<file path="src/sctg_regs.vh">
/*
 register offsets, field positions, reset values and timing counts of the
 system clock and timing generator; assumes byte addressing on a 32-bit APB.
*/
`ifndef SCTG_REGS_VH
`define SCTG_REGS_VH

// register byte offsets
`define SCTG_TIME_BASE_CTRL_OFF 12'h000
`define SCTG_SYS_CTRL_OFF 12'h004
`define SCTG_STATUS_OFF 12'h008
`define SCTG_CYCLE_CTRL_OFF 12'h00c

// time base control fields
`define SCTG_STAGE7_SEL_BIT 4
`define SCTG_DIV_OUT_EN_BIT 7
`define SCTG_TIME_BASE_RESET 8'h00

// system control fields
`define SCTG_STOP_BIT 0
`define SCTG_MAIN_SEL_BIT 5
`define SCTG_SLOW_OSC_EN_BIT 6
`define SCTG_FAST_OSC_EN_BIT 7
`define SCTG_SYS_CTRL_RESET 8'h80

// divider shape
`define SCTG_PRESCALE_W 2
`define SCTG_DIV_STAGES 21
`define SCTG_STAGE7_IDX 6
`define SCTG_MAX_CYCLES 4'ha

// low-frequency tick rate: one slow tick per this many system clocks
`define SCTG_SLOW_DIV 16'h0262

// divider stage whose setting ends the warm-up after stop release
`define SCTG_WARMUP_BIT 14

`endif

</file>
<file path="src/sctg_clock_timing.v">
/*
 system clock and timing generator: prescaler, 21-stage divider, main clock
 source switching, four-state machine cycle, oscillator stand-by control and
 an APB register slave. assumes oscillator ticks arrive as one-cycle pulses
 synchronous to sys_clk_in, and a single APB master.
*/
// The register addresses and the APB interface to the registers were chosen for this implementation.
`timescale 1ns/10ps
`include "sctg_regs.vh"

module sctg_clock_timing (
  input wire sys_clk_in,
  input wire rst_b_in,
  input wire dual_osc_option_in,
  input wire fast_osc_in_pin_in,
  input wire slow_osc_in_pin_in,
  input wire stop_release_in,
  input wire psel_in,
  input wire penable_in,
  input wire pwrite_in,
  input wire [11:0] paddr_in,
  input wire [31:0] pwdata_in,
  output wire pready_out,
  output reg [31:0] prdata_out,
  output wire pslverr_out,
  output reg fast_osc_out_pin_out,
  output reg slow_osc_out_pin_out,
  output reg slow_pins_as_port_out,
  output reg main_clk_en_out,
  output reg [1:0] cycle_state_out,
  output reg cycle_start_out,
  output reg instr_done_out,
  output reg divider_pulse_output_out,
  output reg [`SCTG_DIV_STAGES-1:0] div_taps_out,
  output reg warmup_done_out,
  output reg reset_req_b_out
);

  // state of the stand-by controller
  localparam ST_RUN = 2'b00;
  localparam ST_STOPPED = 2'b01;
  localparam ST_WARMUP = 2'b10;

  reg [`SCTG_PRESCALE_W-1:0] prescale_reg;
  reg [`SCTG_DIV_STAGES-1:0] div_reg;
  reg [`SCTG_DIV_STAGES-1:0] div_next;
  reg [7:0] time_base_control_reg;
  reg fast_osc_enable_reg;
  reg slow_osc_enable_reg;
  reg main_clock_source_select_reg;
  reg main_src_active_reg;
  reg dual_mode_reg;
  reg strap_taken_reg;
  reg [1:0] sb_state_reg;
  reg [15:0] slow_cnt_reg;
  reg slow_tick_reg;
  reg fast_tick_d_reg;
  reg [3:0] instr_len_reg;
  reg [3:0] mcycle_cnt_reg;
  reg fast_fail_reg;

  wire apb_wr;
  wire apb_rd;
  wire fast_tick;
  wire main_tick;
  wire stage7_in;
  wire low_run;
  wire [`SCTG_DIV_STAGES-1:0] div_carry;
  wire osc_both_off;
  wire div_clear;

  // one-cycle-ready APB slave: every access completes in the access phase
  assign pready_out = 1'b1;
  assign apb_wr = psel_in & penable_in & pwrite_in;
  assign apb_rd = psel_in & ~penable_in & ~pwrite_in;
  assign pslverr_out = psel_in & penable_in & ~addr_known(paddr_in);

  // decode used by the error path only
  function addr_known;
    input [11:0] a;
    begin
      addr_known = (a == `SCTG_TIME_BASE_CTRL_OFF) | (a == `SCTG_SYS_CTRL_OFF) |
        (a == `SCTG_STATUS_OFF) | (a == `SCTG_CYCLE_CTRL_OFF);
    end
  endfunction

  // fast oscillator tick: rising edge of the pin while it is enabled
  assign fast_tick = fast_osc_in_pin_in & ~fast_tick_d_reg & fast_osc_enable_reg;
  assign low_run = dual_mode_reg & main_src_active_reg;

  // main clock enable source: the oscillator currently in use
  assign main_tick = (sb_state_reg == ST_RUN) & (low_run ? slow_tick_reg : fast_tick);

  // the stage-seven input, carry out of stage six is fc/256 with the prescaler
  assign stage7_in = (!dual_mode_reg) ? div_carry[`SCTG_STAGE7_IDX-1] :
    (low_run ? slow_tick_reg :
    (time_base_control_reg[`SCTG_STAGE7_SEL_BIT] ? slow_tick_reg :
    div_carry[`SCTG_STAGE7_IDX-1]));

  // ripple carries of the divider; stage one is fed by prescaler wrap
  genvar gi;
  generate
    for (gi = 0; gi < `SCTG_DIV_STAGES; gi = gi + 1) begin : g_carry
      if (gi == 0) begin : g_first
        assign div_carry[gi] = fast_tick & (&prescale_reg) & ~low_run & div_reg[gi];
      end else if (gi == `SCTG_STAGE7_IDX) begin : g_seven
        assign div_carry[gi] = stage7_in & div_reg[gi];
      end else begin : g_rest
        assign div_carry[gi] = div_carry[gi-1] & div_reg[gi];
      end
    end
  endgenerate

  integer int_i;

  // toggle stage i when its input carry arrives
  always @* begin
    div_next = div_reg;
    div_next[0] = div_reg[0] ^ (fast_tick & (&prescale_reg) & ~low_run);
    for (int_i = 1; int_i < `SCTG_DIV_STAGES; int_i = int_i + 1) begin
      if (int_i == `SCTG_STAGE7_IDX) begin
        div_next[int_i] = div_reg[int_i] ^ stage7_in;
      end else begin
        div_next[int_i] = div_reg[int_i] ^ div_carry[int_i-1];
      end
    end
  end

  assign osc_both_off = ~fast_osc_enable_reg & ~slow_osc_enable_reg;
  assign div_clear = (sb_state_reg == ST_STOPPED) & stop_release_in;

  // option strap caught once after reset release, then held
  always @(posedge sys_clk_in or negedge rst_b_in) begin
    if (!rst_b_in) begin
      strap_taken_reg <= 1'b0;
      dual_mode_reg <= 1'b0;
    end else if (!strap_taken_reg) begin
      strap_taken_reg <= 1'b1;
      dual_mode_reg <= dual_osc_option_in;
    end
  end

  // low-frequency oscillator emulated by a divider of the system clock
  always @(posedge sys_clk_in or negedge rst_b_in) begin
    if (!rst_b_in) begin
      slow_cnt_reg <= 16'h0000;
      slow_tick_reg <= 1'b0;
      fast_tick_d_reg <= 1'b0;
    end else begin
      fast_tick_d_reg <= fast_osc_in_pin_in;
      slow_tick_reg <= 1'b0;
      if (dual_mode_reg & slow_osc_enable_reg & slow_osc_in_pin_in) begin
        if (slow_cnt_reg == `SCTG_SLOW_DIV - 16'h0001) begin
          slow_cnt_reg <= 16'h0000;
          slow_tick_reg <= 1'b1;
        end else begin
          slow_cnt_reg <= slow_cnt_reg + 16'h0001;
        end
      end
    end
  end

  // prescaler cleared only by reset; divider cleared on reset and throughout the stopped state
  always @(posedge sys_clk_in or negedge rst_b_in) begin
    if (!rst_b_in) begin
      prescale_reg <= 2'b00;
      div_reg <= {`SCTG_DIV_STAGES{1'b0}};
    end else begin
      if (fast_tick) begin
        prescale_reg <= prescale_reg + 2'b01;
      end
      if (div_clear | (sb_state_reg == ST_STOPPED)) begin
        div_reg <= {`SCTG_DIV_STAGES{1'b0}};
      end else begin
        div_reg <= div_next;
      end
    end
  end

  // machine cycle: four states, source switch only at the last state
  always @(posedge sys_clk_in or negedge rst_b_in) begin
    if (!rst_b_in) begin
      cycle_state_out <= 2'b00;
      main_clk_en_out <= 1'b0;
      cycle_start_out <= 1'b0;
      instr_done_out <= 1'b0;
      mcycle_cnt_reg <= 4'h1;
      main_src_active_reg <= 1'b0;
    end else begin
      main_clk_en_out <= main_tick;
      cycle_start_out <= 1'b0;
      instr_done_out <= 1'b0;
      if (main_tick) begin
        cycle_state_out <= cycle_state_out + 2'b01;
        if (cycle_state_out == 2'b11) begin
          cycle_start_out <= 1'b1;
          main_src_active_reg <= main_clock_source_select_reg & dual_mode_reg;
          if (mcycle_cnt_reg >= instr_len_reg) begin
            mcycle_cnt_reg <= 4'h1;
            instr_done_out <= 1'b1;
          end else begin
            mcycle_cnt_reg <= mcycle_cnt_reg + 4'h1;
          end
        end
      end
    end
  end

  // stand-by controller: stop, wait for release, warm up, then run
  always @(posedge sys_clk_in or negedge rst_b_in) begin
    if (!rst_b_in) begin
      sb_state_reg <= ST_RUN;
      warmup_done_out <= 1'b0;
    end else begin
      warmup_done_out <= 1'b0;
      case (sb_state_reg)
        ST_RUN: begin
          if (apb_wr & (paddr_in == `SCTG_SYS_CTRL_OFF) & pwdata_in[`SCTG_STOP_BIT]) begin
            sb_state_reg <= ST_STOPPED;
          end
        end
        ST_STOPPED: begin
          if (stop_release_in) begin
            sb_state_reg <= ST_WARMUP;
          end
        end
        ST_WARMUP: begin
          if (div_reg[`SCTG_WARMUP_BIT]) begin
            sb_state_reg <= ST_RUN;
            warmup_done_out <= 1'b1;
          end
        end
        default: sb_state_reg <= ST_RUN;
      endcase
    end
  end

  // software registers
  always @(posedge sys_clk_in or negedge rst_b_in) begin
    if (!rst_b_in) begin
      time_base_control_reg <= `SCTG_TIME_BASE_RESET;
      fast_osc_enable_reg <= 1'b1;
      slow_osc_enable_reg <= 1'b0;
      main_clock_source_select_reg <= 1'b0;
      instr_len_reg <= 4'h1;
    end else if (apb_wr) begin
      case (paddr_in)
        `SCTG_TIME_BASE_CTRL_OFF: time_base_control_reg <= pwdata_in[7:0];
        `SCTG_SYS_CTRL_OFF: begin
          fast_osc_enable_reg <= pwdata_in[`SCTG_FAST_OSC_EN_BIT];
          slow_osc_enable_reg <= pwdata_in[`SCTG_SLOW_OSC_EN_BIT] & dual_mode_reg;
          main_clock_source_select_reg <= pwdata_in[`SCTG_MAIN_SEL_BIT];
        end
        `SCTG_CYCLE_CTRL_OFF: begin
          // lengths outside one to ten are clamped
          if (pwdata_in[3:0] == 4'h0) begin
            instr_len_reg <= 4'h1;
          end else if (pwdata_in[3:0] > `SCTG_MAX_CYCLES) begin
            instr_len_reg <= `SCTG_MAX_CYCLES;
          end else begin
            instr_len_reg <= pwdata_in[3:0];
          end
        end
        default: instr_len_reg <= instr_len_reg;
      endcase
    end
  end

  // read data latched in the setup phase so it is stable in the access phase
  always @(posedge sys_clk_in or negedge rst_b_in) begin
    if (!rst_b_in) begin
      prdata_out <= 32'h00000000;
    end else if (apb_rd) begin
      case (paddr_in)
        `SCTG_TIME_BASE_CTRL_OFF: prdata_out <= {24'h000000, time_base_control_reg};
        `SCTG_SYS_CTRL_OFF: prdata_out <= {24'h000000, fast_osc_enable_reg,
          slow_osc_enable_reg, main_src_active_reg, 5'h00};
        `SCTG_STATUS_OFF: prdata_out <= {27'h0000000, dual_mode_reg,
          sb_state_reg, cycle_state_out};
        `SCTG_CYCLE_CTRL_OFF: prdata_out <= {28'h0000000, instr_len_reg};
        default: prdata_out <= 32'h00000000;
      endcase
    end
  end

  // oscillator drive, divider pulse, taps and the both-off reset
  always @(posedge sys_clk_in or negedge rst_b_in) begin
    if (!rst_b_in) begin
      fast_osc_out_pin_out <= 1'b1;
      slow_osc_out_pin_out <= 1'b1;
      slow_pins_as_port_out <= 1'b1;
      divider_pulse_output_out <= 1'b0;
      div_taps_out <= {`SCTG_DIV_STAGES{1'b0}};
      reset_req_b_out <= 1'b1;
      fast_fail_reg <= 1'b0;
    end else begin
      // inverter drive stops while the oscillator is off or stopped
      fast_osc_out_pin_out <= ~fast_osc_in_pin_in & fast_osc_enable_reg &
        (sb_state_reg != ST_STOPPED);
      slow_osc_out_pin_out <= ~slow_osc_in_pin_in & slow_osc_enable_reg &
        (sb_state_reg != ST_STOPPED);
      slow_pins_as_port_out <= ~dual_mode_reg;
      divider_pulse_output_out <= time_base_control_reg[`SCTG_DIV_OUT_EN_BIT] &
        div_reg[`SCTG_STAGE7_IDX];
      div_taps_out <= div_reg;
      fast_fail_reg <= osc_both_off;
      reset_req_b_out <= ~(osc_both_off | fast_fail_reg);
    end
  end

endmodule

</file>
<file path="config.mk">
export PLATFORM = sky130hd
export DESIGN_NAME = sctg_clock_timing
export DESIGN_NICKNAME = d
export VERILOG_FILES = /design/src/sctg_clock_timing.v
export VERILOG_INCLUDE_DIRS = /design/src
export SDC_FILE = /design/constraint.sdc
export NUM_CORES = 1
export LEC_CHECK = 0
export BUFFER_PORTS_ARGS = -buffer_cell sky130_fd_sc_hd__buf_2
export CORE_ASPECT_RATIO = 1.2
export CORE_MARGIN = 2
export CORE_UTILIZATION = 57
export CTS_CLUSTER_SIZE = 24
export DETAILED_ROUTE_END_ITERATION = 10
export PLACE_DENSITY = 0.82
export SLEW_MARGIN = 30
export SYNTH_ARGS = -nofsm -noshare
export SYNTH_HDL_FRONTEND = slang
export SYNTH_SLANG_ARGS = --single-unit
</file>
<file path="constraint.sdc">
create_clock -name sys_clk_in -period 13.5 [get_ports sys_clk_in]
set_input_delay 1.35 -clock sys_clk_in [delete_from_list [all_inputs] [get_ports sys_clk_in]]
set_output_delay 1.35 -clock sys_clk_in [all_outputs]
set_load 0.1 [all_outputs]
</file>
Word level (Yosys, flattened, before mapping)
Cells that the tools add are included.
- RAM bits: 0
- memories kept: 0
- register bits after elaboration: 130
- ROM bits: 0
- output and inout bits: 66
- bits of input ports: 53
- latch bits: 0
- logic and storage cells: 158
- reduce and logical (&&, ||, !) cells: 9
- equal/unequal tests: 11
- add/sub/neg operators: 4
- magnitude comparators: 2
- muxes and demuxes: 23
- divide/modulo/power cells: 0
- bitwise operators: 81
- shift operators: 0
- multiply operators: 0
- operator list (kind ; count):
    1-bit AND ; 44
    8-bit case mux with 4 select lines ; 1
    12-bit by 4-bit equality test with 1-bit output (second input constant) ; 2
    21-bit two-way mux ; 1
    1-bit bitwise XOR ; 21
    16-bit by 1-bit adder with 16-bit output (second input constant) ; 1
    16-bit by 10-bit equality test with 1-bit output (second input constant) ; 1
    16-bit two-way mux ; 1
    1-bit two-way mux ; 13
    12-bit by 3-bit equality test with 1-bit output (second input constant) ; 1
    12-bit logical NOT ; 1
    4-bit two-way mux ; 3
    1-bit NOT ; 11
    2-bit AND reduction ; 5
    2-bit two-way mux ; 3
    2-bit case mux with 3 select lines ; 1
    1-bit bitwise OR ; 5
    2-bit by 1-bit adder with 2-bit output (second input constant) ; 2
    4-bit by 1-bit adder with 4-bit output (second input constant) ; 1
    2-bit equality test (second input constant) ; 2
    4-bit >= comparator ; 1
    4-bit > comparator (second input constant) ; 1
    4-bit logical NOT ; 1
    2-bit by 1-bit inequality test with 1-bit output (second input constant) ; 2
    4 further kinds ; 5

Longest topological paths before layout
- depth after elaboration: 30
- mapped depth: 26
- gate-level depth less buffers: 25

Worst setup path before layout
OpenSTA, ideal clock, no wires.
- path kind: input to register
- start: input port fast_osc_in_pin_in
- end: register div_reg[19]
- setup time: 119 ps
- slack: 7822 ps
- stages: 24
- arrival time: 5559 ps
- path through: and3b_1 and3_1 ha_1 ha_1 ha_1 ha_1 ha_1 ha_1 mux2_2 ha_1 ha_1 ha_1 ha_1 ha_1 ha_1 ha_1 ha_1 ha_1 ha_1 ha_1 ha_1 ha_1 ha_1 and2_1
- word-level cells in the longest chain between the ends: 28
- ends and longest elaborated chain (element ; RTL line ; RTL):
    from (decl) ; sctg_clock_timing.v:15 ; input wire fast_osc_in_pin_in,
    1-bit AND (*) (2 in series) ; sctg_clock_timing.v:88 ; assign fast_tick = fast_osc_in_pin_in & ~fast_tick_d_reg & fast_osc_enable_reg;
    1-bit AND (*) (3 in series) ; sctg_clock_timing.v:105 ; assign div_carry[gi] = fast_tick & (&prescale_reg) & ~low_run & div_reg[gi];
    1-bit AND (*) (5 in series) ; sctg_clock_timing.v:109 ; assign div_carry[gi] = div_carry[gi-1] & div_reg[gi];
    1-bit two-way mux ; sctg_clock_timing.v:97 ; (time_base_control_reg[`SCTG_STAGE7_SEL_BIT] ? slow_tick_reg :
    1-bit two-way mux ; sctg_clock_timing.v:96 ; (low_run ? slow_tick_reg :
    1-bit two-way mux (*) ; sctg_clock_timing.v:95 ; assign stage7_in = (!dual_mode_reg) ? div_carry[`SCTG_STAGE7_IDX-1] :
    1-bit AND (*) ; sctg_clock_timing.v:107 ; assign div_carry[gi] = stage7_in & div_reg[gi];
    1-bit AND (*) (12 in series) ; sctg_clock_timing.v:109 ;
    1-bit bitwise XOR (*) ; sctg_clock_timing.v:124 ; div_next[int_i] = div_reg[int_i] ^ div_carry[int_i-1];
    21-bit two-way mux (*) ; sctg_clock_timing.v:172 ; if (div_clear | (sb_state_reg == ST_STOPPED)) begin
    to (signal assigned) ; sctg_clock_timing.v:167 ; div_reg <= {`SCTG_DIV_STAGES{1'b0}};
    to (signal assigned) ; sctg_clock_timing.v:173 ; div_reg <= {`SCTG_DIV_STAGES{1'b0}};
    to (signal assigned) ; sctg_clock_timing.v:175 ; div_reg <= div_next;
    to (decl) ; sctg_clock_timing.v:45 ; reg [`SCTG_DIV_STAGES-1:0] div_reg;
Every way passes the cells marked *; elsewhere a longest branch is shown, timed or not.
A chain may end at the register's enable or synchronous reset.

Worst setup path after layout
- start: input port fast_osc_in_pin_in
- end: register div_reg[20]
- word-level cells in the longest chain between the ends: 29
- ends and longest elaborated chain (element ; RTL line):
    1-bit AND (*) (2 in series) ; sctg_clock_timing.v:88
    1-bit AND (*) (3 in series) ; sctg_clock_timing.v:105
    1-bit AND (*) (5 in series) ; sctg_clock_timing.v:109
    1-bit two-way mux ; sctg_clock_timing.v:97
    1-bit two-way mux ; sctg_clock_timing.v:96
    1-bit two-way mux (*) ; sctg_clock_timing.v:95
    1-bit AND (*) ; sctg_clock_timing.v:107
    1-bit AND (*) (13 in series) ; sctg_clock_timing.v:109
    1-bit bitwise XOR (*) ; sctg_clock_timing.v:124
    21-bit two-way mux (*) ; sctg_clock_timing.v:172
Marks and branches as above.

==> out/qor.yml <==
synth_cell_types: 48
drt_first_pass_iters: 4
holdCritPathClass: "reg2reg"
synth-main-ff-cell: "dfrtp_1"
cts_sinks: 106
clock_latency_ps: 370
power.leakage_uw: 0.00282
post-cts-setup-buffers: 0
drive_gt1_frac: 0.262
hold_viol: 0
hpwl_um: 6060
synth-edff-count: 0
htreeDepth: 3
regArea_sq_um: 2660
multi_input_area_sq_um: 1810
cts_tree: "built"
cts-resized-gates: 0
synth_largest_area_cell: "dfrtp_1"
status: "complete, no violations"
synthTopCellsByCount: "dfrtp_1 (99), ha_1 (29), buf_4 (25)"
antenna_found_initial: 0
critPathCaptureType: "flop"
required_ps: 13740
grt_pass1_wl_um: 14000
die-height_um: 103
synth_warnings: 0
grt_max_degree: 86
clockBufferDepth: 2
path_class: "in2reg"
crit_arrival_ps: 6000
synthCells: 371
max_slew_margin: 0.506
num-fill-cells: 637
drc_errors: 0
routed_wl_um: 8450
power_density_nw_per_um2: 117
port_buffers: 69
slew_viol_final: 0
area_delta_synth_final_pct: 12.6
fmax_mhz: 173
die_w_um: 86.4
cts-root-buf: "clkbuf_8"
post_drt_via_cell_ratio: 5.39
fin_nets: 528
syn_area_sq_um: 4640
synth_most_common_cell: "dfrtp_1"
yosys.area.top_type_share: 0.534
p_int_uw: 430
tns_ps: 0
fp.dieArea_sq_um: 8880
p_sw_frac: 0.298
p_switching_uw: 183
first_global_vias: 2897
grt-ovfl-total: 0
power_frac_comb: 0.114
clkTransAtPathRegs_ps: 110
synth.yosys.seq_area_share: 0.573
tightest_slew_ps: 741
gr-usage-all-layers: 0.203
placementRows: 36
antennaDiodeCount: 0
start_util: 0.579
rsz0062_at_grt: "no"
maxCapViolCount: 0
post_drt_wl_per_cell_um: 15.5
worst_clock_skew_ps: 12.6
clkPwrFrac: 0.341
placed_cells: 530
num_vias: 2945
synthTopCellsByArea: "dfrtp_1 (53%), ha_1 (7.8%), mux2_2 (4.4%)"
worstSetupStartpointType: "primary input"
finalCritPeriodShare: 0.427
coreArea_sq_um: 8020
globalplace.congestion: 0.824
ys_ff_latch: 106
drtIter0Drc: 127
syn_area_per_cell_sq_um: 12.5
worst-r2r-cell-count: 25
fin_crit_ps: 5760
pwr-share-seq: 0.545
synthArstFlopShare: 1.00
io_pins: 119
cts_hold_buf: 0
setup-violations-final: 0
vdd_drop_max_mv: 0.0827
hold_depth: 1
cts_inserted_buffers: 9
cp_max_fo: 4
ant_nets: 0
fin_cells: 546
-- worst max-delay path, cell delays in order --
cell	delay, ps
buf_2	130
and3b_1	200
and3_1	190
ha_1	190
ha_1	190
ha_1	180
ha_1	180
ha_1	180
ha_1	180
mux2_2	270
ha_1	180
ha_1	180
ha_1	190
ha_1	180
ha_1	180
ha_1	180
ha_1	180
ha_1	190
ha_1	180
ha_1	180
ha_1	180
ha_1	180
ha_1	180
ha_1	180
xnor2_1	170
nor2_1	50
-- routing by layer --
metal	wire, um	GRT usage	vias up
li1	-	-	1388
met5	0	0	-
met1	3490	0.266	1445
met4	131	0.0757	0
met2	4400	0.344	99
met3	431	0.0304	13
-- cell usage in the layout, fill, tap and decap left out, types with 3 or more instances in the layout --
cell / netlist / routed
dfstp_2: 7 / 7
and2_1: 23 / 23
mux2_2: 18 / 18
dfrtp_1: 99 / 99
ha_1: 29 / 29
nor4_1: 3 / 3
buf_2: 2 / 68
nand2_1: 23 / 23
clkbuf_8: 0 / 9
nand3_1: 13 / 13
nand4_1: 8 / 8
o211ai_1: 3 / 3
and3_1: 5 / 5
o21ai_0: 8 / 8
conb_1: 2 / 26
a221o_1: 4 / 4
xnor2_1: 13 / 13
nor3_1: 7 / 7
nand2b_1: 3 / 3
inv_1: 15 / 15
mux2i_1: 11 / 11
nor2_1: 17 / 17
-- worst paths after layout --
kind,start,end,slack [ps]
setup reg to reg,dual_mode_reg,div_reg[20],8270
hold / removal,fast_fail_reg,reset_req_b_out,370
hold reg to reg,fast_fail_reg,reset_req_b_out,370
min in group asynchronous,rst_b_in,div_taps_out[13],840
max in group asynchronous,rst_b_in,main_clk_en_out,11660
setup / recovery,fast_osc_in_pin_in,div_reg[20],7740
-- power by group through the flow --
stage               logic, uW  registers [uW]  clock network, uW
global placement         68.1             340                  0
global route             74.9             335                226
finish                   69.8             334                209
CTS                      70.2             334                212
floorplan                55.2             341                  0
detailed placement       69.9             340                  0
-- area by class of cell --
type,instances,area share
timing repair buffer,70,0.0687
multi-input combinational,244,0.346
clock inverter,7,0.0192
sequential,106,0.509
clock buffer,9,0.0237
inverter,15,0.0108
tap,95,0.0227
-- stage by stage --
step                 util  setup slack (ps)  hold slack [ps]  instance area (sq um)  total power (uW)
floorplan               -              7820              344                   4730               397
detailed placement  0.624              7310              352                   5000               410
CTS                 0.652              7680              375                   5230               616
global route        0.652              7490              383                   5230               636
finish              0.652              7740              370                   5230               613
global placement    0.623              7360              355                   5000               408
-- cells by family after synthesis --
family	share of synthesized area
buffers and inverters	0.0571
other	0.00162
adder cells (fa/ha/maj)	0.0803
XOR/XNOR	0.0283
AND/OR/NAND/NOR	0.145
AO/OA/AOI/OAI	0.0466
flip-flops	0.573
multiplexers	0.0674
Power figures use the tool's default switching activity.
